### src/verilog/nia_pkg.sv
package nia_pkg;

   localparam int NUM_SRC = 8;
   localparam int IDX_W = 3;

   // register byte offsets on the bus
   localparam logic [7:0] ADDR_REQUEST = 8'h00;
   localparam logic [7:0] ADDR_MASK = 8'h04;
   localparam logic [7:0] ADDR_LEVEL = 8'h08;
   localparam logic [7:0] ADDR_STATUS = 8'h0c;
   localparam logic [7:0] ADDR_ACCEPT = 8'h10;

   // reset values
   localparam logic [7:0] RST_REQUEST = 8'h00;
   localparam logic [7:0] RST_MASK = 8'hff;
   localparam logic [7:0] RST_LEVEL = 8'hff;
   localparam logic [7:0] RST_STATUS = 8'h02;

   // fields of the processor status word
   localparam int BIT_ENABLE = 7;
   localparam int BIT_LEVEL = 1;
   // fields of the accept status register
   localparam int BIT_ACC_BREAK = 4;
   localparam int BIT_ACC_VALID = 3;

   localparam logic [1:0] HTRANS_NONSEQ = 2'h2;
   localparam logic HRESP_OKAY = 1'h0;

   typedef enum logic [2:0] {
      INSTR_PLAIN,
      INSTR_HOLD,
      INSTR_SET_ENABLE,
      INSTR_CLEAR_ENABLE,
      INSTR_VECTORED_RETURN,
      INSTR_BREAK_RETURN,
      INSTR_SOFTWARE_BREAK
   } nia_instr_kind_type;

   // one report per finished instruction from the sequencer
   typedef struct packed {
      logic done;
      nia_instr_kind_type kind;
      logic restore_enable;
      logic restore_level;
   } nia_instr_report_type;

   typedef struct packed {
      logic valid;
      logic is_break;
      logic [IDX_W-1:0] source;
   } nia_accept_type;

   typedef struct packed {
      logic found;
      logic level;
      logic [IDX_W-1:0] source;
   } nia_pick_type;

endpackage : nia_pkg
### src/verilog/nia_acceptance.sv
// Summary of operation
// - nesting needs acknowledge enable set
// - any acceptance clears acknowledge enable
// - equal or higher level nests when enabled
// - lower level than running routine refused
// - refused requests stay pending until accepted
// - high-level routine: only level 0 nests
// - idle or low routine: both levels nest
// - level bit 0 high, 1 low
// - break always taken; break routine nests both
// - programmed levels decide nesting and order
// - hold instruction defers acceptance one instruction
// - status word, returns, enable/disable are hold
// - flag, mask, level accesses are hold
// - break not hold; enable clear blocks maskable
// - level bits never touch request flags
// - eligible: request set and mask clear
// - accepted level copied to in-service flag
// - level first, then fixed order, on ties
`timescale 1ns/1ps
`default_nettype none

module nia_acceptance (
   input wire logic hclk,
   input wire logic hresetn,
   input wire logic hsel,
   input wire logic [31:0] haddr,
   input wire logic [1:0] htrans,
   input wire logic hwrite,
   input wire logic [2:0] hsize,
   input wire logic [31:0] hwdata,
   input wire logic hready,
   output logic [31:0] hrdata,
   output logic hreadyout,
   output logic hresp,
   input wire logic [nia_pkg::NUM_SRC-1:0] source_event,
   input wire nia_pkg::nia_instr_report_type instr_report,
   output nia_pkg::nia_accept_type accept,
   output logic ack_enable_flag,
   output logic in_service_level_flag
);

   ////////////////////////////////////////////////////////////////////////////////
   // helpers

   function automatic logic is_hold(input nia_pkg::nia_instr_kind_type kind);
      is_hold = (kind != nia_pkg::INSTR_PLAIN) && (kind != nia_pkg::INSTR_SOFTWARE_BREAK);
   endfunction : is_hold

   // lowest level value wins, then lowest index
   function automatic nia_pkg::nia_pick_type pick(input logic [nia_pkg::NUM_SRC-1:0] elig,
                                                  input logic [nia_pkg::NUM_SRC-1:0] lvl);
      nia_pkg::nia_pick_type res;
      res = '0;
      for (int i = nia_pkg::NUM_SRC - 1; i >= 0; i--) begin
         if (elig[i] && !lvl[i]) begin
            res.found = 1'b1;
            res.level = 1'b0;
            res.source = i[nia_pkg::IDX_W-1:0];
         end
      end
      if (!res.found) begin
         for (int i = nia_pkg::NUM_SRC - 1; i >= 0; i--) begin
            if (elig[i]) begin
               res.found = 1'b1;
               res.level = 1'b1;
               res.source = i[nia_pkg::IDX_W-1:0];
            end
         end
      end
      pick = res;
   endfunction : pick

   ////////////////////////////////////////////////////////////////////////////////
   // bus slave: zero wait states, always OKAY

   logic wr_pend;
   logic [7:0] wr_addr;
   logic next_wr_pend;
   logic [7:0] next_wr_addr;
   logic [31:0] next_hrdata;
   logic addr_take;

   logic [nia_pkg::NUM_SRC-1:0] request_flags;
   logic [nia_pkg::NUM_SRC-1:0] mask_flags;
   logic [nia_pkg::NUM_SRC-1:0] level_bits;

   assign hreadyout = 1'b1;
   assign hresp = nia_pkg::HRESP_OKAY;
   assign addr_take = hsel && hready && (htrans == nia_pkg::HTRANS_NONSEQ);

   always_comb begin
      // writes above the map are dropped rather than aliased onto the low byte
      next_wr_pend = addr_take && hwrite && (haddr[31:8] == '0);
      next_wr_addr = wr_addr;
      next_hrdata = hrdata;
      if (addr_take) begin
         next_wr_addr = haddr[7:0];
      end
      if (addr_take && !hwrite) begin
         next_hrdata = '0;
         if (haddr[31:8] == '0) begin
            unique case (haddr[7:0])
               nia_pkg::ADDR_REQUEST: next_hrdata[7:0] = request_flags;
               nia_pkg::ADDR_MASK: next_hrdata[7:0] = mask_flags;
               nia_pkg::ADDR_LEVEL: next_hrdata[7:0] = level_bits;
               nia_pkg::ADDR_STATUS: begin
                  next_hrdata[nia_pkg::BIT_ENABLE] = ack_enable_flag;
                  next_hrdata[nia_pkg::BIT_LEVEL] = in_service_level_flag;
               end
               nia_pkg::ADDR_ACCEPT: next_hrdata[4:0] = {accept.is_break, accept.valid,
                                                         accept.source};
               default: next_hrdata = '0;
            endcase
         end
      end
   end

   always_ff @(posedge hclk or negedge hresetn) begin
      if (!hresetn) begin
         wr_pend <= 1'b0;
         wr_addr <= 8'h00;
         hrdata <= 32'h0000_0000;
      end else begin
         wr_pend <= next_wr_pend;
         wr_addr <= next_wr_addr;
         hrdata <= next_hrdata;
      end
   end

   ////////////////////////////////////////////////////////////////////////////////
   // flags and acceptance decision

   logic [nia_pkg::NUM_SRC-1:0] next_request_flags;
   logic [nia_pkg::NUM_SRC-1:0] next_mask_flags;
   logic [nia_pkg::NUM_SRC-1:0] next_level_bits;
   logic next_ack_enable_flag;
   logic next_in_service_level_flag;
   nia_pkg::nia_accept_type next_accept;
   nia_pkg::nia_pick_type best;
   logic [nia_pkg::NUM_SRC-1:0] eligible;
   logic boundary;
   logic may_accept;

   assign eligible = request_flags & ~mask_flags;
   assign best = pick(eligible, level_bits);
   // a finished hold instruction blocks this boundary, so the next one is seen first
   assign boundary = instr_report.done && !is_hold(instr_report.kind);
   // level 0 is high; a high-level routine lets only level 0 in
   assign may_accept = ack_enable_flag && best.found
                       && (in_service_level_flag || !best.level);

   always_comb begin
      next_request_flags = request_flags;
      next_mask_flags = mask_flags;
      next_level_bits = level_bits;
      next_ack_enable_flag = ack_enable_flag;
      next_in_service_level_flag = in_service_level_flag;
      next_accept = '0;
      next_accept.source = accept.source;
      if (wr_pend) begin
         unique case (wr_addr)
            nia_pkg::ADDR_REQUEST: next_request_flags = hwdata[nia_pkg::NUM_SRC-1:0];
            nia_pkg::ADDR_MASK: next_mask_flags = hwdata[nia_pkg::NUM_SRC-1:0];
            nia_pkg::ADDR_LEVEL: next_level_bits = hwdata[nia_pkg::NUM_SRC-1:0];
            nia_pkg::ADDR_STATUS: begin
               next_ack_enable_flag = hwdata[nia_pkg::BIT_ENABLE];
               next_in_service_level_flag = hwdata[nia_pkg::BIT_LEVEL];
            end
            default: ;
         endcase
      end
      if (instr_report.done) begin
         unique case (instr_report.kind)
            nia_pkg::INSTR_SET_ENABLE: next_ack_enable_flag = 1'b1;
            nia_pkg::INSTR_CLEAR_ENABLE: next_ack_enable_flag = 1'b0;
            nia_pkg::INSTR_VECTORED_RETURN, nia_pkg::INSTR_BREAK_RETURN: begin
               next_ack_enable_flag = instr_report.restore_enable;
               next_in_service_level_flag = instr_report.restore_level;
            end
            nia_pkg::INSTR_SOFTWARE_BREAK: begin
               // break ignores the enable and level; maskable waits behind it
               next_accept.valid = 1'b1;
               next_accept.is_break = 1'b1;
               next_ack_enable_flag = 1'b0;
               next_in_service_level_flag = 1'b1;
            end
            default: ;
         endcase
      end
      if (boundary && instr_report.kind == nia_pkg::INSTR_PLAIN && may_accept) begin
         next_accept.valid = 1'b1;
         next_accept.source = best.source;
         next_ack_enable_flag = 1'b0;
         next_in_service_level_flag = best.level;
         next_request_flags[best.source] = 1'b0;
      end
      // a fresh event beats any clear in the same cycle
      next_request_flags = next_request_flags | source_event;
   end

   always_ff @(posedge hclk or negedge hresetn) begin
      if (!hresetn) begin
         request_flags <= nia_pkg::RST_REQUEST;
         mask_flags <= nia_pkg::RST_MASK;
         level_bits <= nia_pkg::RST_LEVEL;
         ack_enable_flag <= nia_pkg::RST_STATUS[nia_pkg::BIT_ENABLE];
         in_service_level_flag <= nia_pkg::RST_STATUS[nia_pkg::BIT_LEVEL];
         accept <= '0;
      end else begin
         request_flags <= next_request_flags;
         mask_flags <= next_mask_flags;
         level_bits <= next_level_bits;
         ack_enable_flag <= next_ack_enable_flag;
         in_service_level_flag <= next_in_service_level_flag;
         accept <= next_accept;
      end
   end

   logic maskable_acc;
   // decision inputs one cycle late, so they can be indexed by the source that was chosen
   logic [nia_pkg::NUM_SRC-1:0] prev_level_bits;
   logic [nia_pkg::NUM_SRC-1:0] prev_eligible;
   assign maskable_acc = accept.valid && !accept.is_break;

   always_ff @(posedge hclk or negedge hresetn) begin
      if (!hresetn) begin
         prev_level_bits <= nia_pkg::RST_LEVEL;
         prev_eligible <= '0;
      end else begin
         prev_level_bits <= level_bits;
         prev_eligible <= eligible;
      end
   end
endmodule : nia_acceptance

`default_nettype wire

### config.mk
export PLATFORM = sky130hd
export DESIGN_NAME = nia_acceptance
export DESIGN_NICKNAME = d
export VERILOG_FILES = /design/src/verilog/nia_pkg.sv /design/src/verilog/nia_acceptance.sv
export SDC_FILE = /design/constraint.sdc
export NUM_CORES = 1
export LEC_CHECK = 0
export ABC_AREA = 1
export BUFFER_PORTS_ARGS = -buffer_cell sky130_fd_sc_hd__buf_4
export CAP_MARGIN = 5
export CORE_MARGIN = 2
export CORE_UTILIZATION = 45
export CTS_CLUSTER_SIZE = 40
export DETAILED_ROUTE_END_ITERATION = 12
export PLACE_DENSITY = 0.77
export SLEW_MARGIN = 15
export SYNTH_ARGS = -nofsm -noshare
export SYNTH_HDL_FRONTEND = slang
export SYNTH_SLANG_ARGS = --single-unit
### constraint.sdc
create_clock -name hclk -period 2.7 [get_ports hclk]
set_input_delay 0.54 -clock hclk [delete_from_list [all_inputs] [get_ports hclk]]
set_output_delay 0.54 -clock hclk [all_outputs]
set_load 0.01 [all_outputs]
==> results.yml, run 1 <==
global_routing:
  antenna_found_initial: 0
  grt-ovfl-total: 0
  grt_max_degree: 49
  grt_pass1_vias: 2652
  grt_usage: 0.216
  grt_pass1_wl_um: 12300
logic_synthesis:
  syn_inst: 404
  synth_edf_count: 0
  ys_ff_latch: 48
  synth_top_area_frac: 0.258
  syn_area_mm2: 0.00301
  synth-seq-area-share: 0.406
  netlist-cell-type-count: 38
  synth.area.top_cells: "dfrtp_1, dfstp_2, nand2_1"
  yosysTopAreaCell: "dfrtp_1"
  synth_ff_type: "dfrtp_1"
  ys.warnings.count: 0
  avgSynthCellArea_um2: 7.45
  synthArstFlopShare: 1.00
finish:
  final_core_utilization: 0.567
  layout_commonest_cell: "nand2_1"
  finalInstanceArea_mm2: 0.00364
  synthToLayoutAreaGrowth_pct: 20.8
  final_cell_mix: "nand2_1, buf_4, inv_1, o21ai_0, dfrtp_1"
  num-nets-final: 568
  drive_above_1_share: 0.289
  n_antenna_cell: 0
setup_path:
  rrSetupSlack_ns: 0.61
  cp_max_fo: 4
  reg2reg_to: "request_flags[6]"
  endpoint_kind: "flip-flop"
  r2r_cells: 13
  crit_required_ns: 2.90
  worst_setup_path_start_kind: "flip-flop"
  arrival_ns: 2.29
  worstSetupPathType: "reg2reg"
  reg2reg_from: "mask_flags[1]"
  worstSetupEndpoint: "request_flags[6]"
  crit_start: "mask_flags[1]"
timing:
  max_slew.worst_pin.slew_ns: 0.650
  rsz0062_at_grt: "false"
  timing.slew.headroom: 0.565
  hold_viol: 0
  max_freq_mhz: 477
  setup_tns_ns: 0
  min_period_over_period: 0.776
  maxSlewViolCount: 0
  skew_ns: 0.00607
  period_needed_ns: 2.09
  setup_viol: 0
routing:
  drt_iter0_markers: 180
  drtAntennaViolNets: 0
  drt_first_pass_iters: 10
  vias: 2778
  wl_per_cell_um: 13.4
  wirelength_um: 7480
  drc: 11
  drt-vias-per-instance: 4.98
clocking:
  path_clk_slew_ns: 0.08
  cts_buffers: 5
  post-cts-setup-buffers: 0
  clockRootBuffer: "clkbuf_8"
  cts-htree-levels: 2
  clock_path_buffers: 2
  cts_sinks: 48
  cts_tree: "built"
  post_cts_resized: 0
  cts_hold_buffers: 0
  clock_latency_ns: 0.30
floorplanning:
  dieHeight_um: 85.8
  coreArea_mm2: 0.00642
  initial_utilization: 0.469
  io-pin-count: 129
  die_w_um: 85.8
  rows: 29
  die_area_mm2: 0.00736
pwr:
  p_leak_nw: 2.04
  ir_drop_uv: 218
  pwr_density_cell_mw_per_mm2: 379
status:
  status: "finished with violations"
  failed_checks: "DRC"
placed_design:
  postPlaceCellArea_mm2: 0.00356
  dp.final_hpwl_um: 5830
  io_buffers: 75
  gp_congestion: 0.893
min_path:
  min_path_type: "in2async"
flow_run:
  drv_cap: 0
## registers in the layout (all words and copies together) (netlist names)
name,cells
accept,5
request_flags,8
in_service_level_flag,1
ack_enable_flag,1
level_bits,8
wr_pend,1
wr_addr,8
mask_flags,8
hrdata,8
## worst max-delay path, stage by stage (launching register included)
cell and delay [ns]:
dfstp_2 0.56, nor2_2 0.05, nand2_1 0.12, nand2_2 0.09
nor2_4 0.12, inv_2 0.07, nor2_8 0.11, inv_2 0.06
o31ai_4 0.27, nand2_1 0.08, nor2_1 0.20, nand3_1 0.12
nand2_1 0.07, nand2_1 0.04
## worst min path at each step
stage / from / endpoint / slack (ns) / depth (start not counted)
after detailed placement: wr_addr[1] / wr_addr[1] / 0.46 / 2
final: hresetn / request_flags[0] / 0.24 / 1
after global routing: hresetn / hrdata[1] / 0.28 / 1
after floorplan: hresetn / accept[0] / 0.24 / 0
after CTS: hresetn / request_flags[0] / 0.26 / 1
after global placement: wr_addr[1] / wr_addr[1] / 0.46 / 2
## synth_stat cells, types with 3 or more instances
cell type,instances
a21oi_1,10
a221oi_1,4
and3_1,3
buf_2,4
buf_4,26
clkbuf_1,3
dfrtp_1,31
dfstp_2,17
inv_1,54
inv_2,10
nand2_1,100
nand2_2,7
nand2_4,3
nand3_1,9
nand4_1,4
nor2_1,22
nor2_2,6
nor2_4,3
nor3_1,4
nor3_2,3
nor4_1,6
o21ai_0,45
o21ai_1,10
o22ai_1,4
## per-stage QoR
| stage | setup slack, ns | hold WS, ns | cells | power [mW] |
|---|---|---|---|---|
| final | 0.606 | 0.241 | 558 | 1.38 |
| after global routing | 0.419 | 0.280 | 558 | 1.45 |
| after CTS | 0.612 | 0.263 | 558 | 1.39 |
| after detailed placement | 0.500 | 0.465 | 550 | 0.974 |
| after global placement | 0.569 | 0.458 | 550 | 0.966 |
| after floorplan | 0.933 | 0.244 | 428 | 0.886 |
## power by group
| part | switching (mW) | total [mW] | internal, mW |
|---|---|---|---|
| clock | 0.237 | 0.419 | 0.182 |
| sequential | 0.0205 | 0.770 | 0.749 |
| combinational | 0.101 | 0.190 | 0.0889 |
## layout make-up
cell class | count | area (µm²)
inverters | 65 | 244
clock buffers | 7 | 76.3
repair buffers | 78 | 586
well taps | 77 | 96.3
clock inverters | 1 | 5.00
flip-flops and latches | 48 | 1220
multi-input cells | 282 | 1410
fillers | 607 | 2780
## logic make-up after synthesis
| family | synth area share |
|---|---|
| flops | 0.406 |
| compound gates | 0.162 |
| other cells | 0.00249 |
| simple gates | 0.273 |
| buf+inv | 0.156 |
## per-layer routing
metal  part of all wire  GRT usage  up-vias
li1                   -          -     1396
met1               0.42      0.274     1271
met2               0.49      0.376       99
met3              0.073     0.0433       12
met4              0.016     0.0563        0
met5                  0          0        -
No activity file was read; power rests on OpenSTA's default activity.
==> inputs of run 2 (changes only) <==
clock period = 2 ns   (was 2.7 ns; I/O delays follow)
==> run 2 against run 1 <==
The flow still finishes with violations (DRC). Largest cell class unchanged. Clock skew rose by 0.0020 ns. Sequential power rose by 35%. Setup slack got worse by 0.60 ns. Design area rose by 6.4%. Global-route usage rose by 0.62 points. Clock-buffer cell count rose by 1. Non-clock buffer count rose by 20. Largest power group unchanged.
==> results.yml, run 2 (synthesis gave the netlist of run 1 again) <==
floorplanning:
  initial_utilization: 0.469
  die_area_mm2: 0.00736
  io-pin-count: 129
  die_w_um: 85.8
  coreArea_mm2: 0.00642
  rows: 29
  dieHeight_um: 85.8
timing:
  max_freq_mhz: 500
  timing.slew.headroom: 0.600
  min_period_over_period: 1.00
  period_needed_ns: 2.00
  setup_tns_ns: 0
  maxSlewViolCount: 0
  setup_ws_ns: 0.000904
  rsz0062_at_grt: "true"
  hold_viol: 0
  skew_ns: 0.00803
  setup_viol: 0
  max_slew.worst_pin.slew_ns: 0.600
clocking:
  cts_hold_buffers: 0
  path_clk_slew_ns: 0.08
  cts-htree-levels: 2
  clockRootBuffer: "clkbuf_8"
  cts_sinks: 48
  clock_latency_ns: 0.31
  cts_tree: "built"
  cts_buffers: 5
  clock_path_buffers: 2
routing:
  drc: 11
  drt-vias-per-instance: 5.01
  wirelength_um: 7760
  vias: 2896
  drt_first_pass_iters: 9
  drtAntennaViolNets: 0
  drt_iter0_markers: 151
  wl_per_cell_um: 13.4
setup_path:
  reg2reg_from: "mask_flags[4]"
  endpoint_kind: "flip-flop"
  r2r_cells: 13
  cp_max_fo: 4
  path_buf_inv: 2
  path_delay_family: "simple AND/OR/NAND/NOR gates"
  crit_top_cell: "nand2_1"
  arrival_ns: 2.20
  worstSetupPathType: "reg2reg"
  worst-path-stages: 13
  slowest_stage: "dfstp_2"
  slowest_delay_ns: 0.58
  worst_setup_path_start_kind: "flip-flop"
  crit_required_ns: 2.20
  crit_start: "mask_flags[4]"
  cp_cell_sequence: "nor2_4 > nand2_4 > nand2_1 > nor2_2 > inv_2 > nor2_8 > inv_2 > o31ai_4 > nand2_1 > nor2_2 > nand3_1 > nand2_1 > nand2_1"
finish:
  nFillCells: 599
  final_core_utilization: 0.603
  final_cell_mix: "buf_4, nand2_1, inv_1, o21ai_0, dfrtp_1"
  layout_commonest_cell: "buf_4"
  synthToLayoutAreaGrowth_pct: 28.5
  n_antenna_cell: 0
  drive_above_1_share: 0.353
  num-nets-final: 588
placed_design:
  dp.final_hpwl_um: 6030
  io_buffers: 75
  post-place-ws_ns: -0.00531
  gp_congestion: 0.884
pwr:
  pwr_density_cell_mw_per_mm2: 491
  ir_drop_uv: 292
  p_leak_nw: 2.14
global_routing:
  grt_pass1_vias: 2917
  grt_pass1_wl_um: 12900
  grt_usage: 0.222
  grt_max_degree: 49
  antenna_found_initial: 0
  grt-ovfl-total: 0
min_path:
  min_path_type: "in2async"
flow_run:
  drv_cap: 0
status:
  failed_checks: "DRC"
  status: "finished with violations"
## run 2: cell types whose count changed in the layout (fill, tap and decap cells not counted), sizes merged
cell / previous run / this run
clkinv: 2 / 1
buf: 78 / 98
clkbuf: 7 / 8
## run 2: layer usage
| layer | vias to the layer above | global-route usage | routed length, µm |
|---|---|---|---|
| met2 | 118 | 0.398 | 3880 |
| met3 | 9 | 0.0385 | 587 |
| li1 | 1436 | - | - |
| met5 | - | 0 | 0 |
| met1 | 1333 | 0.275 | 3180 |
| met4 | 0 | 0.0606 | 101 |
## run 2: cell type report
type                            instances  area [µm²]  area share
Clock buffer                            8        90.1      0.0233
Inverter                               65         244      0.0630
Sequential cell                        48        1220       0.316
Timing Repair Buffer                   98         736       0.190
Tap cell                               77        96.3      0.0249
Multi-Input combinational cell        282        1480       0.383
## run 2: repair_timing
| item | 4_1_cts | 5_1_grt |
|---|---|---|
| setup endpoints to repair | 2 | 9 |
| gates cloned | 0 | 0 |
| gates resized for setup | 1 | 23 |
| pin swaps | 1 | 9 |
| setup buffers | 1 | 4 |
## run 2: where the power goes
group          switching, mW  leakage, nW  internal [mW]  total, mW
Sequential            0.0304        0.540           1.01       1.04
Clock                  0.316       0.0455          0.283      0.599
Combinational          0.139         1.55          0.121      0.259
Total                  0.485         2.14           1.41       1.90
## run 2: metrics by stage
| stage | power (mW) | area [µm²] | cells | hold WS [ns] |
|---|---|---|---|---|
| detailed placement | 1.32 | 3670 | 565 | 0.451 |
| CTS | 1.91 | 3770 | 574 | 0.125 |
| global route | 1.98 | 3870 | 578 | 0.144 |
| finish | 1.90 | 3870 | 578 | 0.0935 |
| floorplan | 1.20 | 3100 | 428 | 0.104 |
| global placement | 1.31 | 3670 | 565 | 0.436 |
## run 2: final timing paths
kind                                         end  slack [ns]
worst max-delay path            request_flags[6]      0.0009
worst min-delay path            request_flags[2]        0.09
worst max register to register  request_flags[6]      0.0009
worst min register to register        wr_addr[0]        0.48
max in group asynchronous       request_flags[3]        1.49
min in group hclk               request_flags[2]        0.28
==> inputs of run 3 (changes only) <==
ABC_AREA = default   (was 1)
PLACE_DENSITY = 0.78   (was 0.77)
==> run 3 against run 2 <==
The flow finishes with violations (setup timing). Combinational power increased by 88%. Highest routed layer unchanged. Global-route usage decreased by 2.1 points. Power increased by 23%. Register-to-register slack got worse by 0.08 ns. Fmax decreased by 4.0%. Largest cell class unchanged. Via count decreased by 12%. Clock-buffer cell count decreased by 2. Area after synthesis decreased by 2.7%. Design area decreased by 1.8%. Sequential cell count unchanged.
==> results.yml, run 3 <==
setup_path:
  cp_max_fo: 8
  worst_setup_path_start_kind: "flip-flop"
  endpoint_kind: "flip-flop"
  slowest_delay_ns: 0.45
  reg2reg_from: "mask_flags[7]"
  slowest_stage: "a2111oi_0"
  reg2reg_to: "request_flags[7]"
  cp_cell_sequence: "nor3b_1 > o21ai_0 > a2111oi_0 > a211o_2 > nor2b_1 > a31oi_1"
  crit_required_ns: 2.18
  worstSetupEndpoint: "request_flags[7]"
  path_delay_family: "compound AO/OA/AOI/OAI gates"
  path_buf_inv: 0
  arrival_ns: 2.26
  rrSetupSlack_ns: -0.08
  worstSetupPathType: "reg2reg"
  worst-path-stages: 6
  r2r_cells: 6
  crit_start: "mask_flags[7]"
logic_synthesis:
  avgSynthCellArea_um2: 9.80
  synthArstFlopShare: 1.00
  ys_ff_latch: 48
  synth_edf_count: 0
  synth_common_cells: "dfrtp_1, buf_4, nand2_1"
  synth_top_area_frac: 0.265
  syn_inst: 299
  synth_ff_type: "dfrtp_1"
  synth_most_common_cell: "dfrtp_1"
  netlist-cell-type-count: 47
  synth-seq-area-share: 0.417
  synth.area.top_cells: "dfrtp_1, dfstp_2, mux2_2"
  yosysTopAreaCell: "dfrtp_1"
  ys.warnings.count: 0
  syn_area_mm2: 0.00293
finish:
  regArea_mm2: 0.00122
  multi_input_area_mm2: 0.00158
  n_antenna_cell: 0
  nFillCells: 543
  final_core_utilization: 0.602
  finalInstanceArea_mm2: 0.00380
  layout_commonest_cell: "buf_4"
  finalNonFillerCells: 476
  final_cell_mix: "buf_4, dfrtp_1, nand2_1, conb_1, mux2_2"
  synthToLayoutAreaGrowth_pct: 29.7
  drive_above_1_share: 0.411
  num-nets-final: 486
placed_design:
  dp.final_hpwl_um: 5530
  io_buffers: 75
  gp_congestion: 0.869
  postPlaceCellArea_mm2: 0.00363
  post-place-ws_ns: -0.144
  dp_cells: 466
clocking:
  cts_tree: "built"
  clock_path_buffers: 2
  cts_sinks: 48
  clockRootBuffer: "clkbuf_8"
  clock_latency_ns: 0.30
  cts_buffers: 5
  path_clk_slew_ns: 0.08
  cts-htree-levels: 2
pwr:
  p_comb_frac: 0.209
  pwr_density_cell_mw_per_mm2: 613
  ir_drop_uv: 471
  p_leak_nw: 1.71
  netSwitchingFraction: 0.272
  intPower_mw: 1.70
  pwr-share-seq: 0.497
  finalPower_mw: 2.33
  switchingPower_uw: 633
  p_clk_frac: 0.295
routing:
  top_layer: "met4"
  wl_per_cell_um: 15.0
  drtAntennaViolNets: 0
  drt_iter0_markers: 125
  wirelength_um: 7140
  drt-vias-per-instance: 5.34
  route.met2.wl_um: 3490
  vias: 2541
  drt_first_pass_iters: 4
  drc: 0
  wl_met3_um: 591
  wl_met1_um: 2970
global_routing:
  grt_pass1_wl_um: 11700
  grt_pass1_vias: 2489
  antenna_found_initial: 0
  grt-ovfl-total: 0
  grt_usage: 0.202
  grt_max_degree: 49
status:
  status: "finished with violations"
  failed_checks: "setup timing"
timing:
  hold_viol: 0
  setup_viol: 7
  setup_tns_ns: -0.297
  setup_ws_ns: -0.0815
  min_period_over_period: 1.04
  max_slew.worst_pin.slew_ns: 0.591
  skew_ns: 0.00479
  whs_ns: 0.101
  max_freq_mhz: 480
  rsz0062_at_grt: "true"
  period_needed_ns: 2.08
  timing.slew.headroom: 0.606
  maxSlewViolCount: 0
floorplanning:
  initial_utilization: 0.464
  coreArea_mm2: 0.00631
  rows: 29
  io-pin-count: 129
  dieHeight_um: 84.7
  die_w_um: 84.7
  die_area_mm2: 0.00717
min_path:
  min_path_type: "in2async"
flow_run:
  drv_cap: 0
run 3: changes by cell type after synthesis, sizes merged, moves of 7 or more:
cell / previous run / this run
nand2: 110 / 27
mux2: 0 / 27
inv: 64 / 7
nand2b: 0 / 9
a31oi: 1 / 8
o21ai: 56 / 15
nor3b: 0 / 9
nor2: 32 / 17
mux2i: 0 / 14
run 3: worst min-delay path by stage:
stage	to	slack, ns	depth (start not counted)
3_5_place_dp	accept[0]	0.45	1
3_3_place_gp	request_flags[0]	0.44	1
2_1_floorplan	accept[0]	0.10	0
5_1_grt	accept[0]	0.14	1
6_report	request_flags[0]	0.10	1
4_1_cts	request_flags[2]	0.12	1
run 3: layout make-up:
cell class,count,area share
clock inverters,2,0.00922
repair buffers,101,0.201
inverters,7,0.00691
well taps,77,0.0253
multi-input cells,235,0.416
flip-flops and latches,48,0.322
clock buffers,6,0.0191
run 3: cell families (layout without fill, tap and decap cells):
logic type / count (synthesis) / in the layout / share of synthesized area
AOI/OAI and AO/OA: 54 / 54 / 0.120
xor gates and xnor gates: 1 / 1 / 0.00299
adders and majority gates: 1 / 1 / 0.00342
buffers and inverters: 40 / 116 / 0.0858
DFF: 48 / 48 / 0.417
muxes: 42 / 42 / 0.159
other: 2 / 26 / 0.00256
and+or+nand+nor: 111 / 111 / 0.209
run 3: power by group through the flow:
stage	combinational [mW]	clock [mW]	sequential [mW]
global placement	0.456	0	1.17
detailed placement	0.469	0	1.17
finish	0.487	0.687	1.16
global route	0.533	0.750	1.17
CTS	0.477	0.709	1.15
floorplan	0.269	0	1.15
run 3: timing repair:
action,4_1_cts,5_1_grt
endpoints found under the setup margin,8,28
pin swaps,0,1
hold buffers,0,0
buffers inserted,2,1
gates cloned,0,0
gates resized for setup,1,9
run 3: metal layers:
metal | GRT usage | up-vias
met5 | 0 | -
met4 | 0.0635 | 0
met3 | 0.0472 | 7
met2 | 0.354 | 103
met1 | 0.245 | 1201
li1 | - | 1230
